<file path="src/hw/pfs_pkg.sv">
// constants for the port 7 / port 9 function select block
package pfs_pkg;
    localparam int PFS_P7_W = 12;
    localparam int PFS_P9_W = 10;
    localparam int PFS_PMC_W = 16;
    localparam int PFS_EXT_W = 8;
    localparam int PFS_SYNC_STAGES = 3;
    localparam logic [1:0] PFS_CODE_00 = 2'h0;
    localparam logic [1:0] PFS_CODE_01 = 2'h1;
    localparam logic [1:0] PFS_CODE_10 = 2'h2;
    localparam logic [1:0] PFS_CODE_11 = 2'h3;
    localparam logic PFS_IN_IDLE = 1'b1;
    localparam logic [15:0] PFS_PMC_ALL_ADDR = 16'hFFFF;
    localparam logic [11:0] PFS_P7_RESET = 12'h000;
    localparam logic [9:0] PFS_P9_RESET = 10'h000;
endpackage

</file>
<file path="src/hw/pfs_pin_sync.sv">
// three-stage pin synchroniser with agreement filter
`timescale 1ns/1ps
`default_nettype none
module pfs_pin_sync #(
    parameter int W = 10
) (
    input wire logic ref_clk_in,
    input wire logic rst_in,
    input wire logic [W-1:0] pin_in,
    output logic [W-1:0] level_out
);
    logic [W-1:0] s1_r;
    logic [W-1:0] s2_r;
    logic [W-1:0] s3_r;
    logic [W-1:0] level_nxt;

    // a change is accepted once stages two and three agree
    always_comb begin
        level_nxt = (s3_r & ~(s2_r ^ s3_r)) | (level_out & (s2_r ^ s3_r));
    end

    always_ff @(posedge ref_clk_in) begin
        if (rst_in) begin
            s1_r <= '0;
            s2_r <= '0;
            s3_r <= '0;
            level_out <= '0;
        end else begin
            s1_r <= pin_in;
            s2_r <= s1_r;
            s3_r <= s2_r;
            level_out <= level_nxt;
        end
    end
endmodule
`default_nettype wire

</file>
<file path="src/hw/pfs_port_mux.sv">
// port 7 / port 9 pin function multiplexer
`timescale 1ns/1ps
`default_nettype none
// How it works
// - pin 0 in alternate mode gives address 0, key return 6, uart transmit or i2c data by code, any output open drain when its bit is set.
// - pin 1 in alternate mode gives address 1, key return 7, uart receive with key return 7, or i2c clock.
// - pin 2 gives address 2, timer 4 channel 1 input or timer 4 channel 1 output.
// - pin 3 gives address 3, timer 4 channel 0 input or timer 4 channel 0 output.
// - pin 4 gives address 4, timer 3 channel 1 input or timer 3 channel 1 output.
// - pin 5 gives address 5, timer 3 channel 0 input or timer 3 channel 0 output.
// - pin 6 gives address 6, timer 2 channel 1 input on code 10 or output on code 11.
// - pin 7 gives address 7, serial data in, timer 2 channel 0 input or output.
// - pin 8 has no extension bit and gives address 8 or serial data out.
// - pin 9 has no extension bit and gives address 9 or the two-way serial clock.
// - in alternate mode the function, and on pins 0 and 1 the open-drain bit, sets direction and drive, latch and direction ignored.
module pfs_port_mux
    import pfs_pkg::*;
(
    input wire logic ref_clk_in,
    input wire logic rst_in,
    input wire logic [PFS_P7_W-1:0] port7_latch_in,
    input wire logic [PFS_P7_W-1:0] port7_dir_in,
    input wire logic [PFS_P9_W-1:0] port9_latch_in,
    input wire logic [PFS_P9_W-1:0] port9_dir_in,
    input wire logic [PFS_PMC_W-1:0] port9_mode_control_reg_in,
    input wire logic [PFS_EXT_W-1:0] port9_func_ext_in,
    input wire logic [PFS_P9_W-1:0] port9_func_in,
    input wire logic [1:0] port9_open_drain_reg_in,
    input wire logic [PFS_P7_W-1:0] port7_pin_in,
    input wire logic [PFS_P9_W-1:0] port9_pin_in,
    input wire logic [PFS_P9_W-1:0] addr_out_in,
    input wire logic uart_ch1_transmit_in,
    input wire logic i2c_ch2_data_in,
    input wire logic i2c_ch2_clock_in,
    input wire logic timer_grp4_ch1_output_in,
    input wire logic timer_grp4_ch0_output_in,
    input wire logic timer_grp3_ch1_output_in,
    input wire logic timer_grp3_ch0_output_in,
    input wire logic timer_grp2_ch1_output_in,
    input wire logic timer_grp2_ch0_output_in,
    input wire logic csi_ch1_serial_out_in,
    input wire logic csi_ch1_serial_clock_in,
    input wire logic csi_ch1_clock_drive_in,
    output logic [PFS_P7_W-1:0] port7_pin_out,
    output logic [PFS_P7_W-1:0] port7_pin_oe_out,
    output logic [PFS_P7_W-1:0] analog_in_sel_out,
    output logic [PFS_P7_W-1:0] port7_level_out,
    output logic [PFS_P9_W-1:0] port9_pin_out,
    output logic [PFS_P9_W-1:0] port9_pin_oe_out,
    output logic [PFS_P9_W-1:0] port9_level_out,
    output logic key_return_in6_out,
    output logic key_return_in7_out,
    output logic uart_ch1_receive_out,
    output logic i2c_ch2_data_out,
    output logic i2c_ch2_clock_out,
    output logic timer_grp4_ch1_input_out,
    output logic timer_grp4_ch0_input_out,
    output logic timer_grp3_ch1_input_out,
    output logic timer_grp3_ch0_input_out,
    output logic timer_grp2_ch1_input_out,
    output logic timer_grp2_ch0_input_out,
    output logic csi_ch1_serial_in_out,
    output logic csi_ch1_serial_clock_out
);
    // ------------------------------------------------------------
    // pin synchronisers
    // ------------------------------------------------------------
    logic [PFS_P7_W-1:0] p7_s;
    logic [PFS_P9_W-1:0] p9_s;

    pfs_pin_sync #(.W(PFS_P7_W)) u_sync7 (
        .ref_clk_in(ref_clk_in),
        .rst_in(rst_in),
        .pin_in(port7_pin_in),
        .level_out(p7_s)
    );

    pfs_pin_sync #(.W(PFS_P9_W)) u_sync9 (
        .ref_clk_in(ref_clk_in),
        .rst_in(rst_in),
        .pin_in(port9_pin_in),
        .level_out(p9_s)
    );

    // ------------------------------------------------------------
    // selection logic
    // ------------------------------------------------------------
    // {oe, out} for a pin that may be open drain
    function automatic logic [1:0] pfs_drive(input logic en, input logic v, input logic od);
        return {en & (~od | ~v), v & ~od};
    endfunction

    // extension and function bits as one code
    function automatic logic [1:0] pfs_code(input logic [PFS_EXT_W-1:0] e, input logic [PFS_P9_W-1:0] f,
                                            input int i);
        return {e[i], f[i]};
    endfunction

    logic [PFS_P9_W-1:0] mc;
    logic [PFS_P9_W-1:0] p9_out_nxt;
    logic [PFS_P9_W-1:0] p9_oe_nxt;
    logic [12:0] pin_in_nxt;
    logic [12:0] pin_in_r;
    logic [1:0] d0;
    logic [1:0] d1;

    assign mc = port9_mode_control_reg_in[PFS_P9_W-1:0];

    always_comb begin
        pin_in_nxt = {13{PFS_IN_IDLE}};
        // plain port behaviour
        p9_out_nxt = port9_latch_in;
        p9_oe_nxt = ~port9_dir_in;
        d0 = pfs_drive(~port9_dir_in[0], port9_latch_in[0], port9_open_drain_reg_in[0]);
        d1 = pfs_drive(~port9_dir_in[1], port9_latch_in[1], port9_open_drain_reg_in[1]);
        // alternate pins start undriven; latch and direction take no part
        for (int i = 0; i < PFS_P9_W; i++) begin
            if (mc[i]) begin
                p9_out_nxt[i] = 1'b0;
                p9_oe_nxt[i] = 1'b0;
            end
        end
        if (mc[0]) begin
            unique case (pfs_code(port9_func_ext_in, port9_func_in, 0))
                PFS_CODE_00: d0 = pfs_drive(1'b1, addr_out_in[0], port9_open_drain_reg_in[0]);
                PFS_CODE_01: begin
                    d0 = 2'h0;
                    pin_in_nxt[0] = p9_s[0];
                end
                PFS_CODE_10: d0 = pfs_drive(1'b1, uart_ch1_transmit_in, port9_open_drain_reg_in[0]);
                PFS_CODE_11: begin
                    d0 = pfs_drive(1'b1, i2c_ch2_data_in, port9_open_drain_reg_in[0]);
                    pin_in_nxt[3] = p9_s[0];
                end
            endcase
        end
        if (mc[1]) begin
            unique case (pfs_code(port9_func_ext_in, port9_func_in, 1))
                PFS_CODE_00: d1 = pfs_drive(1'b1, addr_out_in[1], port9_open_drain_reg_in[1]);
                PFS_CODE_01: begin
                    d1 = 2'h0;
                    pin_in_nxt[1] = p9_s[1];
                end
                PFS_CODE_10: begin
                    d1 = 2'h0;
                    pin_in_nxt[1] = p9_s[1];
                    pin_in_nxt[2] = p9_s[1];
                end
                PFS_CODE_11: begin
                    d1 = pfs_drive(1'b1, i2c_ch2_clock_in, port9_open_drain_reg_in[1]);
                    pin_in_nxt[4] = p9_s[1];
                end
            endcase
        end
        {p9_oe_nxt[0], p9_out_nxt[0]} = d0;
        {p9_oe_nxt[1], p9_out_nxt[1]} = d1;
        // pins 2 to 5: address, timer input, timer output, reserved
        for (int i = 2; i <= 5; i++) begin
            if (mc[i]) begin
                unique case (pfs_code(port9_func_ext_in, port9_func_in, i))
                    PFS_CODE_00: begin
                        p9_out_nxt[i] = addr_out_in[i];
                        p9_oe_nxt[i] = 1'b1;
                    end
                    PFS_CODE_01: pin_in_nxt[3 + i] = p9_s[i];
                    PFS_CODE_10: begin
                        p9_oe_nxt[i] = 1'b1;
                        p9_out_nxt[i] = (i == 2) ? timer_grp4_ch1_output_in :
                                        (i == 3) ? timer_grp4_ch0_output_in :
                                        (i == 4) ? timer_grp3_ch1_output_in : timer_grp3_ch0_output_in;
                    end
                    PFS_CODE_11: p9_oe_nxt[i] = 1'b0;
                endcase
            end
        end
        if (mc[6]) begin
            unique case (pfs_code(port9_func_ext_in, port9_func_in, 6))
                PFS_CODE_00: {p9_oe_nxt[6], p9_out_nxt[6]} = {1'b1, addr_out_in[6]};
                PFS_CODE_01: p9_oe_nxt[6] = 1'b0;
                PFS_CODE_10: pin_in_nxt[9] = p9_s[6];
                PFS_CODE_11: {p9_oe_nxt[6], p9_out_nxt[6]} = {1'b1, timer_grp2_ch1_output_in};
            endcase
        end
        if (mc[7]) begin
            unique case (pfs_code(port9_func_ext_in, port9_func_in, 7))
                PFS_CODE_00: {p9_oe_nxt[7], p9_out_nxt[7]} = {1'b1, addr_out_in[7]};
                PFS_CODE_01: pin_in_nxt[11] = p9_s[7];
                PFS_CODE_10: pin_in_nxt[10] = p9_s[7];
                PFS_CODE_11: {p9_oe_nxt[7], p9_out_nxt[7]} = {1'b1, timer_grp2_ch0_output_in};
            endcase
        end
        // pins 8 and 9 decode the function bit alone
        if (mc[8]) begin
            p9_oe_nxt[8] = 1'b1;
            p9_out_nxt[8] = port9_func_in[8] ? csi_ch1_serial_out_in : addr_out_in[8];
        end
        if (mc[9]) begin
            if (port9_func_in[9]) begin
                p9_oe_nxt[9] = csi_ch1_clock_drive_in;
                p9_out_nxt[9] = csi_ch1_serial_clock_in;
                pin_in_nxt[12] = p9_s[9];
            end else begin
                p9_oe_nxt[9] = 1'b1;
                p9_out_nxt[9] = addr_out_in[9];
            end
        end
    end

    // ------------------------------------------------------------
    // output registers
    // ------------------------------------------------------------
    always_ff @(posedge ref_clk_in) begin
        if (rst_in) begin
            port7_pin_out <= PFS_P7_RESET;
            port7_pin_oe_out <= PFS_P7_RESET;
            analog_in_sel_out <= PFS_P7_RESET;
            port7_level_out <= PFS_P7_RESET;
            port9_pin_out <= PFS_P9_RESET;
            port9_pin_oe_out <= PFS_P9_RESET;
            port9_level_out <= PFS_P9_RESET;
            pin_in_r <= '1;
        end else begin
            port7_pin_out <= port7_latch_in;
            port7_pin_oe_out <= ~port7_dir_in;
            analog_in_sel_out <= port7_dir_in;
            port7_level_out <= p7_s;
            port9_pin_out <= p9_out_nxt;
            port9_pin_oe_out <= p9_oe_nxt;
            port9_level_out <= p9_s;
            pin_in_r <= pin_in_nxt;
        end
    end

    assign key_return_in6_out = pin_in_r[0];
    assign key_return_in7_out = pin_in_r[1];
    assign uart_ch1_receive_out = pin_in_r[2];
    assign i2c_ch2_data_out = pin_in_r[3];
    assign i2c_ch2_clock_out = pin_in_r[4];
    assign timer_grp4_ch1_input_out = pin_in_r[5];
    assign timer_grp4_ch0_input_out = pin_in_r[6];
    assign timer_grp3_ch1_input_out = pin_in_r[7];
    assign timer_grp3_ch0_input_out = pin_in_r[8];
    assign timer_grp2_ch1_input_out = pin_in_r[9];
    assign timer_grp2_ch0_input_out = pin_in_r[10];
    assign csi_ch1_serial_in_out = pin_in_r[11];
    assign csi_ch1_serial_clock_out = pin_in_r[12];
endmodule
`default_nettype wire

</file>
<file path="config.mk">
export PLATFORM = sky130hd
export DESIGN_NAME = pfs_port_mux
export DESIGN_NICKNAME = d
export VERILOG_FILES = /design/src/hw/pfs_pkg.sv /design/src/hw/pfs_pin_sync.sv /design/src/hw/pfs_port_mux.sv
export SDC_FILE = /design/constraint.sdc
export NUM_CORES = 1
export LEC_CHECK = 0
export ABC_AREA = 0
export BUFFER_PORTS_ARGS = -buffer_cell sky130_fd_sc_hd__buf_2
export CAP_MARGIN = 20
export CORE_ASPECT_RATIO = 2
export CORE_UTILIZATION = 35
export CTS_CLUSTER_DIAMETER = 40
export DETAILED_ROUTE_END_ITERATION = 6
export HOLD_SLACK_MARGIN = 0.06
export SLEW_MARGIN = 25
export SYNTH_ARGS = -nofsm -noshare
export SYNTH_HDL_FRONTEND = slang
export SYNTH_SLANG_ARGS = --single-unit
</file>
<file path="constraint.sdc">
create_clock -name ref_clk_in -period 2.1 [get_ports ref_clk_in]
set_clock_uncertainty 0.05 [all_clocks]
set_input_delay 0.42 -clock ref_clk_in [delete_from_list [all_inputs] [get_ports ref_clk_in]]
set_output_delay 0.42 -clock ref_clk_in [all_outputs]
set_load 0.005 [all_outputs]
</file>
==> results_dict.tcl, run 1 <==
set metrics [dict create \
    dieArea_sq_um 16100 \
    hold_viol 0 \
    critPathSlowestCell "dfxtp_1" \
    crit_family "flip-flops" \
    synth_nets 626 \
    placed_cells 885 \
    power_frac_seq_pct 50.4 \
    grt_overflow 0 \
    cp-start-kind "flop" \
    synthesis.area_sq_um 5440 \
    drive_gt1_share_pct 35.2 \
    ys_seq_area_share_pct 65.9 \
    cts_tree "yes" \
    route.met2.wl_mm 5.68 \
    viasPerCell 4.33 \
    grt_pass1_wl_mm 16.6 \
    async_flop_share_pct 0 \
    groute.usage.overall_pct 13.1 \
    switchingPower_uw 1590 \
    die_h_microns 178 \
    hold_depth 2 \
    cts.sink_count 179 \
    via_count 3967 \
    area_growth_pct 34.1 \
    setup_violations 0 \
    synth_cells 491 \
    finalCriticalPeriod_ns 1.33 \
    synthFlopType "dfxtp_1" \
    dr.pass1.iters 4 \
    cellPowerDensity_nw_per_um2 965 \
    highest_layer "met4" \
    ys_ff_latch 179 \
    yosysMostFrequentCell "dfxtp_1" \
    core_area_sq_um 15200 \
    cp.required_ns 1.63 \
    r2r_slack_ns 1.13 \
    fill_cells 1482 \
    rows 64 \
    clock_latency_ns 0.41 \
    setup_tns_ns 0 \
    yosysTopAreaCell "dfxtp_1" \
    dpl-instance-area_sq_um 6710 \
    synth_edf_count 0 \
    synthTopCellsByCount "179 x dfxtp_1, 119 x nor2b_1, 33 x nand2_1" \
    path_cells "buf_2" \
    initial_core_util_pct 35.8 \
    dp_hpwl_mm 7.65 \
    comb_power_share_pct 5.9 \
    numPortBuffers 210 \
    swShare_pct 22.6 \
    cp_max_fo 1 \
    num_antenna_cells 0 \
    max_stage_delay_ns 0.33 \
    hp-start "port7_dir_in[9]" \
    gp_congestion 0.705 \
    status "finished, final reports clean" \
    ctsHtreeMaxLevel 4 \
    initialDrtViolationCount 110 \
    cts_setup_buffers 0 \
    fin_crit_sh_pct 63.2 \
    tightest_slew_ns 0.593 \
    synthDistinctLibCells 30 \
    p_leak_uw 0.00327 \
    post_drt_wl_per_cell_microns 11.5 \
    avgSynthCellArea_sq_um 11.1 \
    numCtsBuffers 17 \
    die_w_microns 90.2 \
    ctsHoldBuffers 0 \
    synthTopCellsByArea "dfxtp_1 66%, nor2b_1 14%, a21oi_1 2.8%" \
    root_buffer "clkbuf_16" \
    cp-end-kind "output pin" \
    dr_wl_met3_microns 527 \
    slew_headroom_pct 60.5 \
    cts_resized 0 \
    min_to "port7_pin_oe_out[9]" \
    ff2ff_path_depth 2 \
    wl_met1_mm 4.04 \
    drv_slew 0 \
    ir_worst_vdd_uv 500 \
    cap_violations 0 \
    synth_top_area_share_pct 65.9 \
    pin_count 217 \
    antenna_found_initial 0 \
    hold_path_class "in2reg" \
    critPathBufInv 1 \
    nets 841 \
    grt_max_degree 77 \
    rr_endpoint "pin_in_r[0]" \
    finalWirelength_mm 10.6 \
    drc 0 \
    worstSetupPathType "reg2out" \
    cts_buffer_depth 2 \
    fmax_ghz 0.754 \
    pwr-share-clk_pct 43.7 \
    intPower_uw 5450 \
    final_antenna_net_count 0 \
    yosysWarningCount 0 \
    clk_pin_slew_ns 0.07 \
    post-route-cell-area_sq_um 7300 \
    grt_pass1_vias 3885 \
    rsz0062_at_grt "false" \
    arrival_ns 0.86 \
    stdcell_count 917 \
]
==> metal layers <==
layer | up-vias | GRT usage (%)
met5 | - | 0
met4 | 0 | 7.53
met3 | 18 | 4.01
met2 | 136 | 24.6
met1 | 1785 | 12.4
li1 | 2028 | -
==> stage by stage <==
step                power [uW]  utilization [%]  hold WS [ns]  worst slack (ns)
global route              7340             48.0        0.0894             0.724
global placement          4030             44.1         0.368             0.580
CTS                       7150             48.0        0.0881             0.738
detailed placement        4050             44.1         0.373             0.544
finish                    7040             48.0         0.113             0.773
floorplan                 3810                -         0.364             0.814
==> layout make-up <==
type                            instances  area [sq um]  share of cell area (%)
Tap cell                              198           248                    3.39
Timing Repair Buffer                  215          1110                    15.2
Sequential cell                       179          3580                    49.1
Clock buffer                           18           439                    6.02
Inverter                                8          30.0                   0.411
Clock inverter                         14           145                    1.99
Multi-Input combinational cell        285          1750                    23.9
==> logic make-up after synthesis <==
family,synth area share (%)
fa+ha+maj,2.07
buf+inv,2.07
simple gates,20.9
flops,65.9
compound gates,7.34
mux,1.77
==> layout by cell type, fill, tap and decap left out, drive strengths merged, types with 2 or more instances in the layout <==
master | netlist | layout
mux2 | 5 | 5
mux2i | 4 | 4
a211oi | 10 | 10
nand2 | 33 | 33
nand2b | 9 | 9
a21oi | 30 | 30
nor3b | 2 | 2
nor3 | 3 | 3
clkinvlp | 0 | 3
o21ai | 23 | 23
nor2 | 16 | 16
nor2b | 119 | 119
buf | 10 | 215
ha | 9 | 9
clkbuf | 9 | 18
dfxtp | 179 | 179
nor4b | 4 | 4
clkinv | 0 | 3
inv | 8 | 15
nand3b | 6 | 6
a22o | 2 | 2
==> how the worst max path moves through the flow <==
stage,startpoint,end,slack [ns],cells past startpoint
final,pin_in_r[0],key_return_in6_out,0.77,1
after global routing,port9_pin_oe_out[0],port9_pin_oe_out[0],0.72,1
after CTS,pin_in_r[0],key_return_in6_out,0.74,1
after detailed placement,port9_func_ext_in[1],port9_pin_out[1],0.54,5
after global placement,rst_in,u_sync7.s2_r[11],0.58,3
after floorplan,port9_func_ext_in[1],port9_pin_out[1],0.81,4
==> power by group through the flow <==
| stage | logic (uW) | clock network, uW | registers [uW] |
|---|---|---|---|
| 2_1_floorplan | 175 | 0 | 3630 |
| 3_3_place_gp | 404 | 0 | 3620 |
| 3_5_place_dp | 421 | 0 | 3630 |
| 4_1_cts | 423 | 3180 | 3550 |
| 5_1_grt | 463 | 3320 | 3560 |
| 6_report | 414 | 3080 | 3550 |
Note: power is estimated with default switching activity, not from simulation.
==> run 2, diff against run 1 <==
clock period = 1.3 ns   (was 2.1 ns; I/O delays follow)
==> run 2 against run 1 <==
Compared with the run above:
- routed wire length increased by 11%
- sequential power rose by 62%
- utilization is 5.4 points higher
- global-route usage is 1.3 points higher
- die area stayed put
- sequential share of layout area is 4.9 points lower
- combinational power up 110%
- critical path type is now in2reg
- highest routed layer unchanged
==> results_dict.tcl, run 2 (same netlist as run 1, synthesis figures left out) <==
set metrics [dict create \
    status "finished, final reports clean" \
    intPower_uw 9250 \
    dieArea_sq_um 16100 \
    drc 0 \
    via_count 4316 \
    groute.usage.overall_pct 14.4 \
    cts_tree "yes" \
    root_buffer "clkbuf_16" \
    antenna_found_initial 0 \
    finalWirelength_mm 11.7 \
    cp_max_fo 7 \
    cts_buffer_depth 2 \
    numPortBuffers 210 \
    pwr-share-clk_pct 43.5 \
    slew_headroom_pct 70.6 \
    fmax_ghz 0.826 \
    cp.required_ns 1.58 \
    grt_pass1_vias 4161 \
    die_w_microns 90.2 \
    switchingPower_uw 2450 \
    worstSetupPathType "in2reg" \
    viasPerCell 4.33 \
    area_growth_pct 49.1 \
    post_drt_wl_per_cell_microns 11.8 \
    final_core_util_pct 53.3 \
    setup_violations 0 \
    clk_pin_slew_ns 0.06 \
    hold_viol 0 \
    die_h_microns 178 \
    stdcell_count 997 \
    numCtsBuffers 17 \
    final_antenna_net_count 0 \
    cap_violations 0 \
    dpl-instance-area_sq_um 6740 \
    setup_tns_ns 0 \
    finalCriticalPeriod_ns 1.21 \
    dr.pass1.iters 4 \
    fin_crit_sh_pct 93.2 \
    drv_slew 0 \
    dp_hpwl_mm 7.80 \
    nets 921 \
    cp-start-kind "input pin" \
    core_area_sq_um 15200 \
    clock_latency_ns 0.42 \
    comb_power_share_pct 7.4 \
    gp_congestion 0.719 \
    tightest_slew_ns 0.441 \
    layout_common_cells "209 x buf_2, 179 x dfxtp_1, 119 x nor2b_1" \
    grt_max_degree 52 \
    power_frac_seq_pct 49.0 \
    grt_overflow 0 \
    mostFrequentLayoutCell "buf_2" \
    multi_input_area_sq_um 1750 \
    ir_worst_vdd_uv 903 \
    fill_cells 1381 \
    cellPowerDensity_nw_per_um2 1440 \
    p_leak_uw 0.00361 \
    rsz0062_at_grt "false" \
    rows 64 \
    initialDrtViolationCount 120 \
    initial_core_util_pct 35.8 \
    cts_setup_buffers 0 \
    pin_count 217 \
    ctsHtreeMaxLevel 4 \
    arrival_ns 1.50 \
    placed_cells 888 \
    drive_gt1_share_pct 31.9 \
    post-route-cell-area_sq_um 8110 \
    num_antenna_cells 0 \
    grt_pass1_wl_mm 18.3 \
    cp-end-kind "flop" \
    swShare_pct 21.0 \
    hold_path_class "in2reg" \
    regArea_sq_um 3580 \
    cts.sink_count 179 \
]
[run 2: layer usage]
layer  vias up  GRT usage [%]  wire (microns)
met5         -              0               0
met4         0           8.33             343
met3        23           3.71             490
met2       140           27.1            6390
met1      1972           14.1            4500
li1       2181              -               -
[run 2: final cells by class]
cell class	count	area share, %
flip-flops and latches	179	44.2
repair buffers	295	23.4
multi-input cells	285	21.5
clock buffers	22	5.97
well taps	198	3.05
clock inverters	10	1.50
inverters	8	0.370
[run 2: worst max-delay path: stages]
cell	delay, ns
dlygate4sd3_1	0.53
buf_2	0.16
mux2i_1	0.13
o211a_1	0.22
nor4_2	0.19
[run 2: power by group through the flow]
stage	Sequential, uW	Combinational, uW	Clock [uW]
final	5740	868	5100
after global routing	5760	957	5500
after CTS	5740	870	5280
after detailed placement	5860	687	0
after global placement	5860	661	0
after floorplan	5870	282	0
[run 2: metrics by stage]
step | total power, uW | hold slack [ns] | worst slack [ns]
floorplan | 6150 | 0.272 | 0.174
global placement | 6520 | 0.369 | 0.0111
detailed placement | 6550 | 0.373 | 0.000499
CTS | 11900 | 0.0626 | 0.0596
global route | 12200 | 0.0880 | 0.0505
finish | 11700 | 0.0911 | 0.0888
[run 2: repair_timing]
action | CTS | global route
resized for setup | 0 | 0
hold buffers | 77 | 1
endpoints found under the hold margin | 83 | 1
endpoints found under the setup margin | 0 | 1
[run 2: worst paths after layout]
| path | cells past startpoint | to | slack (ns) | startpoint |
|---|---|---|---|---|
| setup / recovery | 5 | port9_pin_out[0] | 0.09 | port9_func_ext_in[0] |
| hold / removal | 3 | port9_pin_oe_out[5] | 0.09 | port9_dir_in[5] |
| setup reg to reg | 2 | pin_in_r[2] | 0.32 | flop |
| hold reg to reg | 1 | u_sync7.s2_r[8] | 0.38 | u_sync7.s1_r[8] |
==> run 3, diff against run 2 <==
ABC_AREA = 1   (was 0)
==> run 3 against run 2 <==
Compared with the run above:
- final cell count up 15%
- power decreased by 0.68%
- global-route usage is 0.90 points higher
- hold slack got worse by 0.046 ns
- clock power down 3%
- combinational power rose by 6.2%
- clock-buffer cell count decreased by 5
- routed wire length rose by 3.4%
==> results_dict.tcl, run 3 <==
set metrics [dict create \
    synth-simple-area-share_pct 15.5 \
    viasPerCell 4.11 \
    dp_hpwl_mm 8.38 \
    mostFrequentLayoutCell "buf_2" \
    drv_slew 0 \
    cts_buffer_depth 2 \
    dp_worst_setup_slack_ns 0.0822 \
    yosysWarningCount 0 \
    via_count 4729 \
    pin_count 217 \
    layout_common_cells "209 x buf_2, 179 x dfxtp_1, 176 x nor2_1" \
    synthDistinctLibCells 18 \
    regArea_sq_um 3580 \
    setup_violations 0 \
    ys_ff_latch 179 \
    dpl-instance-area_sq_um 6910 \
    cap_violations 0 \
    area_growth_pct 48.3 \
    initial_core_util_pct 35.6 \
    rsz0062_at_grt "false" \
    grt_max_degree 43 \
    synth_top_area_share_pct 64.2 \
    finalWorstSetupSlack_ns 0.0294 \
    cp-end-kind "flop" \
    cts_tree "yes" \
    multi_input_area_sq_um 1350 \
    clk_pin_slew_ns 0.06 \
    synthAdderAreaFrac_pct 2.02 \
    tightest_slew_ns 0.300 \
    finalWirelength_mm 12.1 \
    fill_cells 1500 \
    power_frac_seq_pct 49.4 \
    yosysMostFrequentCell "dfxtp_1" \
    cp.required_ns 1.61 \
    nets 1073 \
    num_antenna_cells 0 \
    pwr-share-clk_pct 42.7 \
    switchingPower_uw 2590 \
    synthTopCellsByArea "dfxtp_1 64%, nor2_1 12%, inv_1 9.9%" \
    cp-start-kind "input pin" \
    root_buffer "clkbuf_16" \
    fin_crit_sh_pct 97.7 \
    setup_tns_ns 0 \
    finalPower_uw 11600 \
    async_flop_share_pct 0 \
    antenna_found_initial 1 \
    drc 0 \
    dr.pass1.iters 6 \
    synth_edf_count 0 \
    drive_gt1_share_pct 26.7 \
    synthesis.area_sq_um 5590 \
    post-route-cell-area_sq_um 8280 \
    grt_pass1_vias 4477 \
    ir_worst_vdd_uv 845 \
    synth_top_family_by_area "simple AND/OR/NAND/NOR gates" \
    hold_viol 0 \
    worstSetupPathType "in2reg" \
    cp_max_fo 1 \
    status "finished, final reports clean" \
    synth-xor-area-share_pct 0 \
    numPortBuffers 210 \
    cts_setup_buffers 0 \
    grt_pass1_wl_mm 19.8 \
    avgSynthCellArea_sq_um 8.75 \
    critPathLaunch "port9_dir_in[4]" \
    ys_seq_area_share_pct 64.2 \
    gp_congestion 0.763 \
    p_leak_uw 0.00411 \
    numCtsBuffers 17 \
    slew_headroom_pct 79.8 \
    rows 65 \
    cellPowerDensity_nw_per_um2 1400 \
    synth_compound_area_share_pct 6.59 \
    dieArea_sq_um 16500 \
    die_w_microns 91.3 \
    die_h_microns 181 \
    clock_latency_ns 0.42 \
    synthFlopType "dfxtp_1" \
    yosysTopAreaCell "dfxtp_1" \
    groute.usage.overall_pct 15.3 \
    hp-start "port9_mode_control_reg_in[3]" \
    final_antenna_net_count 0 \
    fmax_ghz 0.787 \
    post_drt_wl_per_cell_microns 10.5 \
    synthTopCellsByCount "179 x dfxtp_1, 176 x nor2_1, 147 x inv_1" \
    comb_power_share_pct 7.9 \
    initialDrtViolationCount 116 \
    cts.sink_count 179 \
    synth_nets 773 \
    swShare_pct 22.3 \
    core_area_sq_um 15700 \
    finalCriticalPeriod_ns 1.27 \
    synth_cells 638 \
    hold_path_class "in2reg" \
    ctsHtreeMaxLevel 4 \
    grt_overflow 0 \
    intPower_uw 9040 \
    arrival_ns 1.58 \
    synthMuxAreaShare_pct 0 \
]
[run 3: changes by cell type in the layout (fill, tap and decap cells not counted), sizes merged, moves of 5 or more]
cell    delta
clkbuf     -5
inv      +142
nand3b     -5
nand2b     -9
nand2      -7
nor2b    -119
a21oi      +6
nor2     +160
a211oi    -10
mux2       -5
[run 3: worst max-delay path, cell delays in order]
cell and delay [ns]:
dlygate4sd3_1 0.54, buf_2 0.12, a21oi_1 0.12, dlygate4sd3_1 0.54
[run 3: path summary, 6_finish.rpt]
| kind | slack [ns] | to | cells past startpoint |
|---|---|---|---|
| max | 0.03 | port9_pin_oe_out[4] | 4 |
| max reg2reg | 0.28 | pin_in_r[6] | 1 |
| min | 0.05 | port9_pin_oe_out[3] | 3 |
| min reg2reg | 0.35 | u_sync7.s2_r[4] | 2 |
[run 3: final cells by class]
class                   count  area share, %
well taps                 201           3.04
repair buffers            299           23.8
flip-flops and latches    179           43.3
clock buffers              17           5.14
multi-input cells         294           16.3
clock inverters            14           1.84
inverters                 147           6.66
[run 3: cell families (layout without fill, tap and decap cells)]
| kind of cell | count (synthesis) | in the layout |
|---|---|---|
| AOI/OAI and AO/OA | 67 | 67 |
| DFF | 179 | 179 |
| buffers and inverters | 165 | 477 |
| adders and majority gates | 9 | 9 |
| and+or+nand+nor | 218 | 218 |
[run 3: power groups by stage]
stage          registers [uW]  logic (uW)  clock network [uW]
2_1_floorplan            5870         308                   0
3_3_place_gp             5860         726                   0
5_1_grt                  5750        1030                5360
3_5_place_dp             5860         732                   0
4_1_cts                  5740         936                5140
6_report                 5740         922                4960
[run 3: per-layer routing]
layer  track usage [%]  share of wire [%]
met3              3.71                4.4
met1              14.8                 38
met2              28.3                 53
met4              10.0                4.1
met5                 0              0.091
[run 3: what timing repair did]
item	in CTS	in global routing
endpoints found under the hold margin	87	1
hold buffers	83	1
resized for setup	0	1
setup endpoints to repair	0	5
[run 3: per-stage QoR]
| stage | utilization [%] | hold slack [ns] | std cells |
|---|---|---|---|
| 4_1_cts | 53.0 | 0.0641 | 1154 |
| 3_3_place_gp | 44.0 | 0.339 | 1040 |
| 3_5_place_dp | 44.0 | 0.342 | 1040 |
| 5_1_grt | 52.8 | 0.0610 | 1151 |
| 6_report | 52.8 | 0.0452 | 1151 |
| 2_1_floorplan | - | 0.282 | 638 |
